===== src/opdec_pkg.sv =====
// constants, formats and register map of the operand field decoder
package opdec_pkg;

  // ----------------------------------------------------------------
  // register map (byte addresses)
  // ----------------------------------------------------------------
  localparam int         WB_AW      = 8;
  localparam logic [7:0] OFS_INSTR  = 8'h00;
  localparam logic [7:0] OFS_BANK   = 8'h04;
  localparam logic [7:0] OFS_FLAGS  = 8'h08;
  localparam logic [7:0] OFS_TPTR   = 8'h0c;
  localparam logic [7:0] OFS_PTR0   = 8'h10;
  localparam logic [7:0] PTR_MASK   = 8'h0c;
  localparam logic [7:0] OFS_ADDR   = 8'h20;
  localparam logic [7:0] OFS_CTRL   = 8'h24;
  localparam logic [7:0] OFS_LIT    = 8'h28;
  localparam logic [7:0] OFS_TARGET = 8'h2c;
  localparam int         PTR_IDX_LO = 2;

  // ----------------------------------------------------------------
  // types
  // ----------------------------------------------------------------
  typedef logic [15:0] word_t;
  typedef logic [11:0] addr_t;
  typedef logic [20:0] tptr_t;
  typedef enum logic [1:0] {
    ST_IDLE  = 2'b00,
    ST_WORD2 = 2'b01,
    ST_EXEC  = 2'b11
  } st_t;

  // ----------------------------------------------------------------
  // instruction word fields
  // ----------------------------------------------------------------
  localparam int         FMT_LO     = 16;
  localparam int         A_BIT      = 8;
  localparam int         D_BIT      = 9;
  localparam int         BIT_LO     = 9;
  localparam int         S_BIT      = 0;
  localparam int         PSEL_LO    = 4;
  localparam int         TOP_LO     = 12;
  localparam logic [3:0] SECOND_TAG = 4'hf;

  // format codes supplied by the fetch path with each word
  localparam logic [3:0] FMT_BYTE  = 4'h0;
  localparam logic [3:0] FMT_BIT   = 4'h1;
  localparam logic [3:0] FMT_LIT8  = 4'h2;
  localparam logic [3:0] FMT_LFSR  = 4'h3;
  localparam logic [3:0] FMT_MOVFF = 4'h4;
  localparam logic [3:0] FMT_CALL  = 4'h5;
  localparam logic [3:0] FMT_GOTO  = 4'h6;
  localparam logic [3:0] FMT_BRA   = 4'h7;
  localparam logic [3:0] FMT_BCOND = 4'h8;
  localparam logic [3:0] FMT_TBL   = 4'h9;
  localparam logic [3:0] FMT_RET   = 4'ha;
  localparam logic [3:0] FMT_INDEX = 4'hb;

  // literal width codes
  localparam logic [1:0] LW8  = 2'h0;
  localparam logic [1:0] LW12 = 2'h1;
  localparam logic [1:0] LW20 = 2'h2;

  // table pointer modes
  localparam logic [1:0] TM_KEEP    = 2'h0;
  localparam logic [1:0] TM_POSTINC = 2'h1;
  localparam logic [1:0] TM_POSTDEC = 2'h2;
  localparam logic [1:0] TM_PREINC  = 2'h3;

  // status flag bit positions (overflow_flag, digit_carry_flag among them)
  localparam int FL_CARRY       = 0;
  localparam int FL_DIGIT_CARRY = 1;
  localparam int FL_ZERO        = 2;
  localparam int FL_OVERFLOW    = 3;
  localparam int FL_NEGATIVE    = 4;

  // ----------------------------------------------------------------
  // addressing and timing
  // ----------------------------------------------------------------
  localparam logic [7:0] ACCESS_SPLIT   = 8'h80;
  localparam logic [3:0] ACCESS_LO_BANK = 4'h0;
  localparam logic [3:0] ACCESS_HI_BANK = 4'hf;
  localparam int         NUM_PTRS       = 4;
  localparam logic [1:0] INDEX_PTR      = 2'h2;
  localparam int         PERIODS        = 4;
  localparam logic [2:0] CNT_ONE        = 3'(PERIODS - 1);
  localparam logic [2:0] CNT_TWO        = 3'(2 * PERIODS - 1);

endpackage : opdec_pkg


===== src/cpu_operand_field_decoder.sv =====
// operand field decoder with classic wishbone register slave
`timescale 1ns/10ps
module cpu_operand_field_decoder import opdec_pkg::*; (
  // clock and reset
  input  wire logic             clk,
  input  wire logic             sys_rst,
  // wishbone slave
  input  wire logic [WB_AW-1:0] wb_adr_i,
  input  wire logic [31:0]      wb_dat_i,
  input  wire logic [3:0]       wb_sel_i,
  input  wire logic             wb_we_i,
  input  wire logic             wb_cyc_i,
  input  wire logic             wb_stb_i,
  output logic                  wb_ack_o,
  output logic [31:0]           wb_dat_o,
  // datapath feedback
  input  wire logic             test_true,
  input  wire logic             flag_we,
  input  wire logic [4:0]       flag_val,
  // decoded operands
  output addr_t                 data_addr,
  output addr_t                 src_addr,
  output logic [2:0]            bit_sel,
  output logic                  result_to_file,
  output logic [19:0]           literal,
  output logic [1:0]            lit_width,
  output logic [1:0]            ptr_sel,
  // program flow
  output logic                  pc_relative,
  output tptr_t                 branch_offset,
  output logic                  shadow_save,
  output logic                  shadow_restore,
  // table access
  output tptr_t                 tbl_addr,
  output logic                  tbl_strobe,
  // state
  output logic [4:0]            status_flags,
  output logic                  decode_valid,
  output logic                  nop_exec,
  output logic                  busy
);

  // ----------------------------------------------------------------
  // state
  // ----------------------------------------------------------------
  typedef struct packed {
    st_t                        st;
    logic [2:0]                 cnt;
    logic                       ack;
    logic [31:0]                rdat;
    word_t                      w1;
    logic [3:0]                 fmt;
    logic [3:0]                 bank;
    logic [4:0]                 flags;
    tptr_t                      tptr;
    logic [NUM_PTRS-1:0][11:0]  ptrs;
    addr_t                      daddr;
    addr_t                      saddr;
    logic [2:0]                 bsel;
    logic                       to_file;
    logic [19:0]                lit;
    logic [1:0]                 lw;
    logic [1:0]                 psel;
    logic                       rel;
    tptr_t                      boff;
    logic                       sh_save;
    logic                       sh_rest;
    tptr_t                      taddr;
    logic                       tstb;
    logic                       dvalid;
    logic                       nop;
    logic                       bad2;
  } core_t;

  localparam core_t CORE_RST = '0;

  core_t r_reg;
  core_t r_next;

  // ----------------------------------------------------------------
  // helpers
  // ----------------------------------------------------------------
  function automatic logic [31:0] merge(input logic [31:0] old,
                                        input logic [31:0] nw,
                                        input logic [3:0]  sel);
    logic [31:0] res;
    res = old;
    for (int i = 0; i < 4; i++) begin
      if (sel[i]) begin
        res[i*8 +: 8] = nw[i*8 +: 8];
      end
    end
    return res;
  endfunction : merge

  // short form extends an 8-bit offset, long form an 11-bit one
  function automatic tptr_t sext_off(input logic [10:0] v, input logic short);
    tptr_t res;
    if (short) begin
      res = {{13{v[7]}}, v[7:0]};
    end else begin
      res = {{10{v[10]}}, v};
    end
    return res;
  endfunction : sext_off

  function automatic logic is_two(input logic [3:0] f);
    return (f == FMT_LFSR) || (f == FMT_MOVFF) || (f == FMT_CALL) ||
           (f == FMT_GOTO) || (f == FMT_INDEX);
  endfunction : is_two

  // ----------------------------------------------------------------
  // request decode
  // ----------------------------------------------------------------
  logic        req;
  logic        wr;
  logic        hit_instr;
  logic        take;
  logic        nop_w;
  logic        first;
  logic        last;
  logic        do_dec;
  logic        long_op;
  logic [3:0]  fmt;
  word_t       w;
  word_t       w1;
  logic [7:0]  f8;
  logic [2:0]  bsel_w;
  logic        d_w;
  logic        sgn_w;
  logic        hit_ptr;
  logic [1:0]  ptr_idx;
  logic [31:0] rd;
  logic [31:0] mrg;
  addr_t       src_w;
  addr_t       dst_w;
  tptr_t       tacc;
  tptr_t       tnxt;

  assign req       = wb_cyc_i & wb_stb_i & ~r_reg.ack;
  assign wr        = req & wb_we_i;
  assign hit_instr = (wb_adr_i == OFS_INSTR);
  assign take      = wr & hit_instr & (r_reg.st != ST_EXEC);
  assign w         = wb_dat_i[15:0];
  assign w1        = (r_reg.st == ST_WORD2) ? r_reg.w1 : w;
  assign fmt       = (r_reg.st == ST_WORD2) ? r_reg.fmt : wb_dat_i[FMT_LO +: 4];
  assign nop_w     = (w[TOP_LO +: 4] == SECOND_TAG);
  assign first     = take & (r_reg.st == ST_IDLE) & ~nop_w & is_two(fmt);
  assign last      = take & ((r_reg.st == ST_WORD2) ? nop_w : ~first);
  assign do_dec    = last & ((r_reg.st == ST_WORD2) | ~nop_w);
  // branch, return, taken test and double words cost a second cycle
  assign long_op   = (r_reg.st == ST_WORD2) | (do_dec & ((fmt == FMT_BRA) |
                     (fmt == FMT_RET) | test_true));
  assign f8        = w[7:0];
  assign bsel_w    = w[BIT_LO +: 3];
  assign d_w       = w[D_BIT];
  assign sgn_w     = w[10];
  assign hit_ptr   = ((wb_adr_i & ~PTR_MASK) == OFS_PTR0);
  assign ptr_idx   = wb_adr_i[PTR_IDX_LO +: 2];

  // source operand: banked/access file field, or pointer plus first offset
  data_addr_former u_src (
    .ram_access (w[A_BIT]),
    .bank       (r_reg.bank),
    .file_addr  (f8),
    .indexed    (fmt == FMT_INDEX),
    .ptr        (r_reg.ptrs[INDEX_PTR]),
    .offset     (w1[6:0]),
    .addr       (src_w)
  );

  // destination of indexed moves: pointer plus second-word offset
  data_addr_former u_dst (
    .ram_access (1'b0),
    .bank       (ACCESS_LO_BANK),
    .file_addr  (f8),
    .indexed    (1'b1),
    .ptr        (r_reg.ptrs[INDEX_PTR]),
    .offset     (w[6:0]),
    .addr       (dst_w)
  );

  table_ptr_stepper u_tbl (
    .ptr    (r_reg.tptr),
    .mode   (w[1:0]),
    .access (tacc),
    .next   (tnxt)
  );

  // ----------------------------------------------------------------
  // read mux
  // ----------------------------------------------------------------
  always_comb begin
    rd = '0;
    case (wb_adr_i)
      OFS_INSTR:  rd = {12'h0, r_reg.fmt, r_reg.w1};
      OFS_BANK:   rd = {28'h0, r_reg.bank};
      OFS_FLAGS:  rd = {27'h0, r_reg.flags};
      OFS_TPTR:   rd = {11'h0, r_reg.tptr};
      OFS_ADDR:   rd = {4'h0, r_reg.saddr, 4'h0, r_reg.daddr};
      OFS_CTRL:   rd = {19'h0, r_reg.st, r_reg.nop, r_reg.bad2, r_reg.psel,
                        r_reg.rel, r_reg.to_file, r_reg.bsel, r_reg.lw};
      OFS_LIT:    rd = {12'h0, r_reg.lit};
      OFS_TARGET: rd = {11'h0, r_reg.boff};
      default: begin
        if (hit_ptr) begin
          rd = {20'h0, r_reg.ptrs[ptr_idx]};
        end
      end
    endcase
  end

  assign mrg = merge(rd, wb_dat_i, wb_sel_i);

  // ----------------------------------------------------------------
  // next state
  // ----------------------------------------------------------------
  always_comb begin
    r_next         = r_reg;
    r_next.dvalid  = 1'b0;
    r_next.sh_save = 1'b0;
    r_next.sh_rest = 1'b0;
    r_next.tstb    = 1'b0;
    // a fetch word offered while executing is held off until idle
    r_next.ack     = req & ~(wr & hit_instr & (r_reg.st == ST_EXEC));
    r_next.rdat    = (req & ~wb_we_i) ? rd : '0;

    if (wr) begin
      case (wb_adr_i)
        OFS_BANK:   r_next.bank  = mrg[3:0];
        OFS_FLAGS:  r_next.flags = mrg[4:0];
        OFS_TPTR:   r_next.tptr  = mrg[20:0];
        default: begin
          if (hit_ptr) begin
            r_next.ptrs[ptr_idx] = mrg[11:0];
          end
        end
      endcase
    end
    // datapath update wins over a software write in the same cycle
    if (flag_we) begin
      r_next.flags = flag_val;
    end

    case (r_reg.st)
      ST_IDLE: begin
        if (first) begin
          r_next.w1  = w;
          r_next.fmt = fmt;
          r_next.st  = ST_WORD2;
        end
      end
      ST_WORD2: begin
        // a following word without the 1111 tag abandons the pair
        if (take & ~nop_w) begin
          r_next.bad2 = 1'b1;
          r_next.st   = ST_IDLE;
        end
      end
      ST_EXEC: begin
        if (r_reg.cnt == 3'h0) begin
          r_next.st = ST_IDLE;
        end else begin
          r_next.cnt = r_reg.cnt - 3'h1;
        end
      end
      default: r_next.st = ST_IDLE;
    endcase

    if (last) begin
      r_next.st     = ST_EXEC;
      r_next.cnt    = long_op ? CNT_TWO : CNT_ONE;
      r_next.dvalid = 1'b1;
      r_next.nop    = ~do_dec;
      r_next.bad2   = 1'b0;
      r_next.fmt    = fmt;
      r_next.w1     = w1;
    end

    // unused field bits are never looked at
    if (do_dec) begin
      case (fmt)
        FMT_BYTE: begin
          r_next.daddr   = src_w;
          r_next.to_file = d_w;
          r_next.bsel    = '0;
        end
        FMT_BIT: begin
          r_next.daddr   = src_w;
          r_next.bsel    = bsel_w;
          r_next.to_file = 1'b1;
        end
        FMT_LIT8: begin
          r_next.lit = {12'h0, w[7:0]};
          r_next.lw  = LW8;
        end
        FMT_LFSR: begin
          r_next.psel = w1[PSEL_LO +: 2];
          r_next.lit  = {8'h0, w1[3:0], w[7:0]};
          r_next.lw   = LW12;
          r_next.ptrs[w1[PSEL_LO +: 2]] = {w1[3:0], w[7:0]};
        end
        FMT_MOVFF: begin
          r_next.saddr = w1[11:0];
          r_next.daddr = w[11:0];
        end
        FMT_CALL, FMT_GOTO: begin
          r_next.lit     = {w[11:0], w1[7:0]};
          r_next.lw      = LW20;
          r_next.rel     = 1'b0;
          r_next.boff    = {1'b0, w[11:0], w1[7:0]};
          r_next.sh_save = (fmt == FMT_CALL) & w1[S_BIT];
        end
        FMT_BRA: begin
          r_next.rel  = 1'b1;
          r_next.boff = sext_off(w[10:0], 1'b0);
        end
        FMT_BCOND: begin
          r_next.rel  = 1'b1;
          r_next.boff = sext_off(w[10:0], 1'b1);
        end
        FMT_TBL: begin
          r_next.tptr  = tnxt;
          r_next.taddr = tacc;
          r_next.tstb  = 1'b1;
        end
        FMT_RET: begin
          r_next.rel     = 1'b0;
          r_next.sh_rest = w[S_BIT];
        end
        FMT_INDEX: begin
          r_next.saddr = src_w;
          r_next.daddr = dst_w;
        end
        default: ;
      endcase
    end
  end

  always_ff @(posedge clk) begin
    if (sys_rst) begin
      r_reg <= CORE_RST;
    end else begin
      r_reg <= r_next;
    end
  end

  // ----------------------------------------------------------------
  // outputs
  // ----------------------------------------------------------------
  assign wb_ack_o       = r_reg.ack;
  assign wb_dat_o       = r_reg.rdat;
  assign data_addr      = r_reg.daddr;
  assign src_addr       = r_reg.saddr;
  assign bit_sel        = r_reg.bsel;
  assign result_to_file = r_reg.to_file;
  assign literal        = r_reg.lit;
  assign lit_width      = r_reg.lw;
  assign ptr_sel        = r_reg.psel;
  assign pc_relative    = r_reg.rel;
  assign branch_offset  = r_reg.boff;
  assign shadow_save    = r_reg.sh_save;
  assign shadow_restore = r_reg.sh_rest;
  assign tbl_addr       = r_reg.taddr;
  assign tbl_strobe     = r_reg.tstb;
  assign status_flags   = r_reg.flags;
  assign decode_valid   = r_reg.dvalid;
  assign nop_exec       = r_reg.nop;
  // low state bit is set in both busy states
  assign busy           = r_reg.st[0];
endmodule : cpu_operand_field_decoder


===== src/data_addr_former.sv =====
// data memory address former for file operands
`timescale 1ns/10ps
module data_addr_former import opdec_pkg::*; (
  // file operand
  input  wire logic       ram_access,
  input  wire logic [3:0] bank,
  input  wire logic [7:0] file_addr,
  // indexed operand
  input  wire logic       indexed,
  input  wire addr_t      ptr,
  input  wire logic [6:0] offset,
  // result
  output addr_t           addr
);

  always_comb begin
    if (indexed) begin
      addr = ptr + {5'h0, offset};
    end else if (ram_access) begin
      addr = {bank, file_addr};
    end else if (file_addr < ACCESS_SPLIT) begin
      addr = {ACCESS_LO_BANK, file_addr};
    end else begin
      addr = {ACCESS_HI_BANK, file_addr};
    end
  end

endmodule : data_addr_former


===== src/table_ptr_stepper.sv =====
// table pointer update for table reads and writes
`timescale 1ns/10ps
module table_ptr_stepper import opdec_pkg::*; (
  // pointer and mode
  input  wire tptr_t      ptr,
  input  wire logic [1:0] mode,
  // results
  output tptr_t           access,
  output tptr_t           next
);

  // full 21-bit arithmetic so the pointer wraps over the whole space
  always_comb begin
    access = ptr;
    next   = ptr;
    case (mode)
      TM_POSTINC: next = ptr + 21'h1;
      TM_POSTDEC: next = ptr - 21'h1;
      TM_PREINC: begin
        access = ptr + 21'h1;
        next   = ptr + 21'h1;
      end
      default: ;
    endcase
  end

endmodule : table_ptr_stepper


===== config.mk =====
export PLATFORM = sky130hd
export DESIGN_NAME = cpu_operand_field_decoder
export DESIGN_NICKNAME = d
export VERILOG_FILES = /design/src/opdec_pkg.sv /design/src/cpu_operand_field_decoder.sv /design/src/data_addr_former.sv /design/src/table_ptr_stepper.sv
export SDC_FILE = /design/constraint.sdc
export NUM_CORES = 1
export LEC_CHECK = 0
export ABC_AREA = 1
export ABC_CLOCK_PERIOD_IN_PS = 4500
export BUFFER_PORTS_ARGS = -buffer_cell sky130_fd_sc_hd__buf_4
export CORE_UTILIZATION = 45
export DETAILED_ROUTE_END_ITERATION = 8
export SLEW_MARGIN = 20
export SYNTH_ARGS = -nofsm -noshare
export SYNTH_HDL_FRONTEND = slang
export SYNTH_SLANG_ARGS = --single-unit

===== constraint.sdc =====
create_clock -name clk -period 4.5 [get_ports clk]
set_input_delay 0.225 -clock clk [delete_from_list [all_inputs] [get_ports clk]]
set_output_delay 0.225 -clock clk [all_outputs]
set_load 0.05 [all_outputs]

==> run summary, run 1 <==
routed length per instance -> 20.2 um
DIE AREA -> 0.0353 mm2
Hold Fails Final Rpt -> 0
ANT nets after route -> 0
RSZ-0062 raised after global routing -> false
worst-skew pair later-pin latency -> 570 ps
Post-synth EDFFs -> 0
Cell Area, Synth -> 0.0155 mm2
initial antenna violation count -> 0
Num CTS Buffers -> 28
layout cell share with drive strength beyond 1 -> 11.0%
Clk pin slew, worst setup/hold paths -> 60 ps
maximum clock path buffer count -> 3
Req. time, crit path -> 4970 ps
die width -> 188 um
clock share of power -> 48.9%
largest net degree at the start of global routing -> 69
final setup fails -> 0
NetSw -> 1270 uW
first-pass GRT wire length -> 92,500 um
startpoint types -> flop
post-CTS sizing -> 0
sequential element share of the synthesized area -> 30.0%
Tot Pwr -> 4850 uW
Syn Inst Count -> 2,573
crit path kind -> reg2reg
Layout area overhead -> 11.7%
max frequency -> 275 MHz
most numerous cell in the Yosys netlist -> nand2_1
Crit Path Max Fanout -> 36
Comb power frac -> 8.4%
total grt overflow -> 0
#FFs+latches synth -> 233
vias post-DR -> 16,900
ys async rst share -> 0%
Root Driver -> clkbuf_16
Final period util -> 80.7%
Vias/cell -> 5.54
Syn. warnings -> 0
Sink Count -> 233
vias in the first global route -> 15,000
part of the power in registers -> 42.7%
Net Sw Frac -> 26.1%
IO Count -> 195
Tot GR Track Use -> 34.2%
status -> complete, no violations
maximum vdd ir drop -> 264 uV
H-tree depth -> 1
Crit. End Element -> flop
Power Internal -> 3580 uW
DRT iter0 DRCs -> 1,984
pwr dens -> 279 mW/mm2
Worst Hold Class -> in2reg
chip height -> 188 um
Remaining DRCs -> 0
post-synth top area cell -> dfxtp_1
Placer Congestion -> 0.958
Detail Placement HPWL -> 45,200 um
Area contributors post-synth -> dfxtp_1 30%, nand2_1 17%, nor2_1 8.5%
Rows -> 67
CTS tree -> yes
top cells by count, synth -> 705 x nand2_1, 351 x nor2_1, 255 x inv_1
Worst EP arrival -> 4100 ps
DRT Pass-1 Iters -> 6
# Post-CTS Setup Buffers -> 0
Routed WL -> 61,800 um
fin nets -> 2,660
Initial Util -> 46.0%
Worst Clk Skew -> 29.2 ps
max-cap violations -> 0
CORE AREA -> 0.0338 mm2
PortBufs -> 178
Primary FF master, synth -> dfxtp_1
Slew Limit Fails -> 0
share of the synthesized area in the top cell type -> 30.0%
max_slew headroom -> 20.8%
setup TNS -> 0 ps
Largest register FFs -> 98
Ant. Diodes -> 0
fin util -> 51.4%
P_leak -> 0.00854 uW
CTS hold repair buffers -> 15
fin crit period -> 3630 ps
Filler Cell Count -> 3,568
Avg Synthesized Cell Area -> 6.04 um2
Worst-Margin Slew -> 1180 ps
Synth cell types -> 47
cells in the final DEF (no fill, tap or decap), types with 4 or more instances in the layout:
master and n:
clkbuf_16 29, a21oi_1 116, o21ai_1 25, dfxtp_1 233, o21ai_0 222, conb_1 4
nand2_1 705, buf_4 211, nand4_1 24, nand3_1 221, xor2_1 26, nand3_4 5
ha_1 18, nor3_1 22, o211ai_1 7, a31oi_1 9, clkinv_2 5, nor2_1 348
inv_1 254, a22oi_1 26, dlygate4sd3_1 15, clkinv_1 6, clkbuf_8 4, or2_2 4
nor2_2 6, clkbuf_1 7, o22ai_1 10
worst max-delay path, stage by stage, from the launching register on:
cell,delay (ps)
dfxtp_1,350
inv_2,190
nand2_4,250
nand2_1,160
nand2_2,120
nand2_2,110
inv_2,60
nand2_1,60
buf_4,270
nand2_2,210
o21bai_4,290
nand3_2,210
nor2_2,730
buf_4,270
o21ai_0,90
a21oi_1,160
per-stage QoR:
step | hold WS [ps] | setup slack [ps] | area [um2] | std cells
floorplan | 352 | 1450 | 15500 | 2576
global placement | 435 | 1120 | 16300 | 2987
detailed placement | 437 | 1030 | 16300 | 2987
CTS | 4.39 | 1000 | 17400 | 3052
global route | 32.5 | 668 | 17400 | 3052
finish | 14.5 | 870 | 17400 | 3052
layer usage:
layer / part of all wire (%) / global-route usage, % / vias up
met2: 44 / 54.0 / 869
met1: 42 / 46.9 / 7791
li1: - / - / 8119
met4: 4.5 / 14.0 / 0
met3: 9.2 / 4.36 / 127
met5: 0 / 0 / -
final timing paths:
path | startpoint | endpoint | slack (ps) | depth (start not counted)
hold reg to reg | src_addr[10] | wb_dat_o[26] | 440 | 2
hold / removal | flag_we | status_flags[0] | 10 | 3
setup reg to reg | r_reg[236] | tbl_addr[8] | 870 | 15
setup / recovery | r_reg[236] | tbl_addr[8] | 870 | 15
power by group through the flow:
| stage | clock, uW | combinational [uW] | sequential [uW] |
|---|---|---|---|
| after floorplan | 0 | 219 | 2110 |
| after global placement | 0 | 382 | 2120 |
| after detailed placement | 0 | 383 | 2120 |
| after CTS | 2380 | 394 | 2070 |
| after global routing | 2460 | 432 | 2070 |
| final | 2370 | 409 | 2070 |
cell type report:
type | count | area [um2] | share of cell area, %
clock inverters | 10 | 134 | 0.771
inverters | 263 | 988 | 5.69
clock buffers | 40 | 807 | 4.65
repair buffers | 227 | 1750 | 10.1
well taps | 448 | 561 | 3.23
multi-input cells | 1831 | 8450 | 48.7
flip-flops and latches | 233 | 4660 | 26.9
cell families after synthesis:
family / Yosys count / synth area share [%]
AO/OA/AOI/OAI: 427 / 14.8
XOR/XNOR: 28 / 1.58
adder cells (fa/ha/maj): 20 / 1.71
buffers and inverters: 512 / 15.7
flip-flops: 233 / 30.0
multiplexers: 1 / 0.0644
other: 1 / 0.0241
AND/OR/NAND/NOR: 1351 / 36.1
Power figures use the tool's default switching activity.
==> run 2: changes to the inputs <==
--- a/config.mk
+++ b/config.mk
@@ -6,10 +6,11 @@
 export NUM_CORES = 1
 export LEC_CHECK = 0
 export ABC_AREA = 1
-export ABC_CLOCK_PERIOD_IN_PS = 4500
+export ABC_CLOCK_PERIOD_IN_PS = 2920
 export BUFFER_PORTS_ARGS = -buffer_cell sky130_fd_sc_hd__buf_4
 export CORE_UTILIZATION = 45
 export DETAILED_ROUTE_END_ITERATION = 8
+export PLACE_DENSITY = 0.67
 export SLEW_MARGIN = 20
 export SYNTH_ARGS = -nofsm -noshare
 export SYNTH_HDL_FRONTEND = slang
==> constraint.sdc (replaced) <==
create_clock -name clk -period 2.92 [get_ports clk]
set_input_delay 0.146 -clock clk [delete_from_list [all_inputs] [get_ports clk]]
set_output_delay 0.146 -clock clk [all_outputs]
set_load 0.05 [all_outputs]
==> run summary, run 2 (synthesis gave the netlist of run 1 again) <==
max_slew headroom -> 46.3%
Rows -> 67
CP most frequent cell -> nand2_1
Crit. End Element -> flop
initial antenna violation count -> 0
Post-Layout Inst Area -> 0.0179 mm2
first-pass GRT wire length -> 92,300 um
largest net degree at the start of global routing -> 85
Largest register FFs -> 98
PortBufs -> 178
most common cell after layout, fill and taps aside -> nand2_1
Req. time, crit path -> 3370 ps
crit-path leading delay family -> simple AND/OR/NAND/NOR gates
DRT iter0 DRCs -> 2,277
NetSw -> 1970 uW
worst-skew pair later-pin latency -> 570 ps
Detail Placement HPWL -> 45,700 um
Clk pin slew, worst setup/hold paths -> 60 ps
critical-path cell list -> inv_4 > nand2_8 > nand2_1 > o21ai_1 > ha_1 > fa_1 > nand2_1 > nand3_1 > nand4_1 > nand3_1 > nand2_1 > nand2_1 > nand3_1 > o21ai_0 > nor2_1 > nor2_1
ANT nets after route -> 0
commonest cells after routing, fill and taps aside -> 702 x nand2_1, 348 x nor2_1, 254 x inv_1, 254 x buf_4, 232 x dfxtp_1
crit path kind -> reg2reg
Crit Path Max Fanout -> 23
DIE AREA -> 0.0353 mm2
Worst-Margin Slew -> 804 ps
maximum vdd ir drop -> 543 uV
RSZ-0062 raised after global routing -> false
Comb power frac -> 8.6%
Worst EP arrival -> 3210 ps
max frequency -> 363 MHz
Root Driver -> clkbuf_16
delay of the slowest critical-path stage -> 410 ps
routed length per instance -> 19.9 um
Routed WL -> 62,000 um
CTS tree -> yes
fin crit period -> 2760 ps
startpoint types -> flop
Num CTS Buffers -> 28
H-tree depth -> 1
Placer Congestion -> 0.986
Crit-path slowest cell -> fa_1
P_leak -> 0.00886 uW
Slew Limit Fails -> 0
Worst Clk Skew -> 16.3 ps
vias post-DR -> 17,100
Net Sw Frac -> 25.7%
layout cell share with drive strength beyond 1 -> 12.8%
clock share of power -> 49.7%
status -> complete, no violations
chip height -> 188 um
crit path buf inv count -> 1
Tot GR Track Use -> 34.1%
Final period util -> 94.4%
Worst Hold Class -> in2reg
Power Internal -> 5690 uW
area of the multi-input gates -> 0.00849 mm2
vias in the first global route -> 15,400
pwr dens -> 427 mW/mm2
Reg area -> 0.00467 mm2
die width -> 188 um
DRT Pass-1 Iters -> 7
Vias/cell -> 5.51
Ant. Diodes -> 0
part of the power in registers -> 41.6%
fin nets -> 2,715
max-cap violations -> 0
IO Count -> 195
Sink Count -> 233
Hold Fails Final Rpt -> 0
Area after DPL -> 0.0166 mm2
setup TNS -> 0 ps
final setup fails -> 0
Initial Util -> 46.0%
Remaining DRCs -> 0
CORE AREA -> 0.0338 mm2
Layout area overhead -> 15.3%
maximum clock path buffer count -> 3
total grt overflow -> 0
# Post-CTS Setup Buffers -> 0
fin util -> 53.0%
Filler Cell Count -> 3,496
==> run 2: worst register-to-register path: stages, from the launching register on <==
cell and delay, ps:
dfxtp_1 360, inv_4 150, nand2_8 140, nand2_1 100, o21ai_1 80, ha_1 230, fa_1 410, nand2_1 90
nand3_1 130, nand4_1 110, nand3_1 180, nand2_1 110, nand2_1 60, nand3_1 110, o21ai_0 170, nor2_1 160
nor2_1 60
==> run 2: power by group through the flow <==
stage	Clock [uW]	Sequential, uW	Combinational (uW)
finish	3810	3190	660
detailed placement	0	3260	603
global route	3960	3190	693
CTS	3830	3190	634
floorplan	0	3260	337
global placement	0	3260	603
==> run 2: path summary, 6_finish.rpt <==
path                                   start               to  slack (ps)  cells past startpoint
worst max-delay path              r_reg[236]     src_addr[10]         160                     16
worst min register to register  src_addr[11]     wb_dat_o[27]         440                      2
worst max register to register    r_reg[236]     src_addr[10]         160                     16
worst min-delay path                 flag_we  status_flags[0]          20                      4
==> run 2: stage by stage <==
| stage | total power (uW) | setup slack [ps] | hold WS [ps] | cells |
|---|---|---|---|---|
| after floorplan | 3600 | 105 | 273 | 2576 |
| after global placement | 3860 | 157 | 428 | 3031 |
| after detailed placement | 3860 | 112 | 433 | 3031 |
| after CTS | 7660 | 84.1 | 1.71 | 3109 |
| after global routing | 7840 | 0.856 | 8.81 | 3109 |
| final | 7650 | 163 | 18.5 | 3109 |
==> run 2: layout make-up <==
class | instances | share of cell area (%)
well taps | 448 | 3.13
flip-flops and latches | 233 | 26.1
multi-input cells | 1831 | 47.4
inverters | 263 | 5.53
repair buffers | 282 | 12.3
clock buffers | 40 | 4.62
clock inverters | 12 | 0.950
==> run 2: per-layer routing <==
layer | track usage (%) | part of all wire [%] | vias up
met1 | 46.2 | 42 | 7846
met2 | 53.0 | 44 | 898
met5 | 0 | 0 | -
met4 | 16.1 | 5.2 | 0
met3 | 5.17 | 9.5 | 155
li1 | - | - | 8222
==> run 2: what timing repair did <==
action	4_1_cts	5_1_grt
endpoints found under the setup margin	0	114
hold buffers	26	0
gates resized for setup	0	13
hold endpoints to repair	43	0
==> run 3: changes to the inputs <==
--- a/config.mk
+++ b/config.mk
@@ -5,7 +5,6 @@
 export SDC_FILE = /design/constraint.sdc
 export NUM_CORES = 1
 export LEC_CHECK = 0
-export ABC_AREA = 1
 export ABC_CLOCK_PERIOD_IN_PS = 2920
 export BUFFER_PORTS_ARGS = -buffer_cell sky130_fd_sc_hd__buf_4
 export CORE_UTILIZATION = 45
==> run summary, run 3 <==
largest net degree at the start of global routing -> 123
Slew Limit Fails -> 0
Cell Area, Synth -> 0.0143 mm2
Placer Congestion -> 0.996
layout cell share with drive strength beyond 1 -> 23.8%
Num CTS Buffers -> 28
share of the synthesized area in the top cell type -> 32.6%
# Post-CTS Setup Buffers -> 0
DRT iter0 DRCs -> 1,678
Vias/cell -> 6.27
routed length per instance -> 23.3 um
max frequency -> 350 MHz
CTS tree -> yes
crit path from -> r_reg[236]
Avg Synthesized Cell Area -> 8.31 um2
Ant. Diodes -> 0
Tot GR Track Use -> 30.9%
most numerous cell in the Yosys netlist -> dfxtp_1
chip height -> 180 um
Crit Path Max Fanout -> 10
Primary FF master, synth -> dfxtp_1
P_leak -> 0.00635 uW
commonest cells after routing, fill and taps aside -> 288 x buf_4, 232 x dfxtp_1, 196 x nand2_1
vias in the first global route -> 12,900
Synth cell types -> 82
Rows -> 64
Initial Util -> 46.2%
startpoint types -> flop
max_slew headroom -> 36.7%
Post-Layout Inst Area -> 0.0170 mm2
CORE AREA -> 0.0310 mm2
ys async rst share -> 0%
Syn Inst Count -> 1,724
Remaining DRCs -> 0
Req. time, crit path -> 3400 ps
Worst EP arrival -> 3340 ps
Placed Cells -> 2,154
Area after DPL -> 0.0157 mm2
reg2reg start -> r_reg[236]
Layout area overhead -> 18.7%
RSZ-0062 raised after global routing -> false
crit path to -> literal[7]
maximum vdd ir drop -> 441 uV
maximum clock path buffer count -> 3
top cells by count, synth -> 233 x dfxtp_1, 196 x nand2_1, 132 x buf_4
fin nets -> 1,893
Routed WL -> 52,100 um
Clk pin slew, worst setup/hold paths -> 60 ps
Hold Fails Final Rpt -> 0
Filler Cell Count -> 2,846
Worst Clk Skew -> 12.6 ps
crit path kind -> reg2reg
Worst-Margin Slew -> 948 ps
most common cell after layout, fill and taps aside -> buf_4
sequential element share of the synthesized area -> 32.6%
Worst Hold Class -> in2reg
post-synth top area cell -> dfxtp_1
IO Count -> 195
min-delay src -> wb_dat_i[20]
Final period util -> 97.9%
Post-synth EDFFs -> 0
max-cap violations -> 0
die width -> 180 um
Largest register FFs -> 98
Root Driver -> clkbuf_16
final setup fails -> 0
fin crit period -> 2860 ps
Reg2Reg Depth -> 7
#FFs+latches synth -> 233
ANT nets after route -> 0
R2R Path End -> literal[7]
initial antenna violation count -> 2
worst-skew pair later-pin latency -> 560 ps
setup TNS -> 0 ps
Sink Count -> 233
first-pass GRT wire length -> 78,300 um
Area contributors post-synth -> dfxtp_1 33%, buf_4 6.9%, nand2_1 5.1%
H-tree depth -> 1
PortBufs -> 178
DRT Pass-1 Iters -> 8
total grt overflow -> 0
pwr dens -> 454 mW/mm2
FF-to-FF setup slack -> 60 ps
Syn. warnings -> 0
vias post-DR -> 14,000
Crit. End Element -> flop
DIE AREA -> 0.0326 mm2
status -> complete, no violations
Detail Placement HPWL -> 38,300 um
non-filler cells, final -> 2,235
run 3: cell types whose count changed in the layout (fill, tap and decap cells not counted), moves of 27 or more:
cell,previous run,this run
o21ai_0,221,44
inv_1,254,38
mux2i_1,1,50
nand3_1,221,39
nand2_1,702,196
nor3_1,21,61
buf_4,254,288
nor2_1,348,131
a211oi_1,0,87
mux4_2,0,27
run 3: worst max-delay path: stages (launching register included):
cell,delay (ps)
dfxtp_1,320
buf_4,160
or4b_2,660
o31a_1,180
or2_2,350
a221o_1,520
or3_1,440
a21oi_1,160
run 3: what timing repair did:
action | in CTS | in global routing
gates resized for setup | 0 | 5
hold endpoints to repair | 39 | 0
endpoints found under the setup margin | 0 | 9
hold buffers | 28 | 0
run 3: final cells by class:
class | instances | area [um2] | share of cell area (%)
well taps | 396 | 495 | 2.91
inverters | 39 | 146 | 0.861
clock buffers | 33 | 771 | 4.53
repair buffers | 325 | 2620 | 15.4
multi-input cells | 1190 | 8070 | 47.5
flip-flops and latches | 233 | 4670 | 27.5
clock inverters | 19 | 234 | 1.38
run 3: routing by layer:
layer	track usage (%)	vias to the layer above	routed length, um
met3	5.54	148	4990
met2	49.1	790	23300
met4	12.9	4	2550
met5	0	-	27
met1	41.2	6714	21300
li1	-	6366	-
run 3: metrics by stage:
step / utilization [%] / worst slack, ps / total power [uW] / hold WS [ps]
global route: 54.9 / 0.797 / 7930 / 67.0
CTS: 54.7 / 107 / 7740 / 43.3
finish: 54.9 / 61.3 / 7730 / 64.0
detailed placement: 50.6 / -31.7 / 3930 / 429
global placement: 50.6 / 81.4 / 3920 / 411
floorplan: - / 17.2 / 3650 / 283
run 3: power by group:
part,internal [uW],switching [uW],total (uW)
Clock,2330,1490,3820
Sequential,3180,5.59,3190
Combinational,245,474,719
Total,5750,1970,7730
run 3: kinds of logic after synthesis:
family / count (synthesis) / synth area share [%]
flip-flops: 233 / 32.6
other: 1 / 0.0262
AO/OA/AOI/OAI: 475 / 24.1
buffers and inverters: 304 / 11.6
XOR/XNOR: 39 / 2.38
AND/OR/NAND/NOR: 563 / 18.8
adder cells (fa/ha/maj): 20 / 1.85
multiplexers: 89 / 8.65
run 3: worst min path at each step:
stage	slack [ps]	endpoint	cells after the start
after floorplan	280	branch_offset[19]	2
after global placement	410	status_flags[4]	3
after detailed placement	430	status_flags[1]	2
after CTS	40	literal[4]	3
after global routing	70	branch_offset[4]	3
final	60	r_reg[169]	4
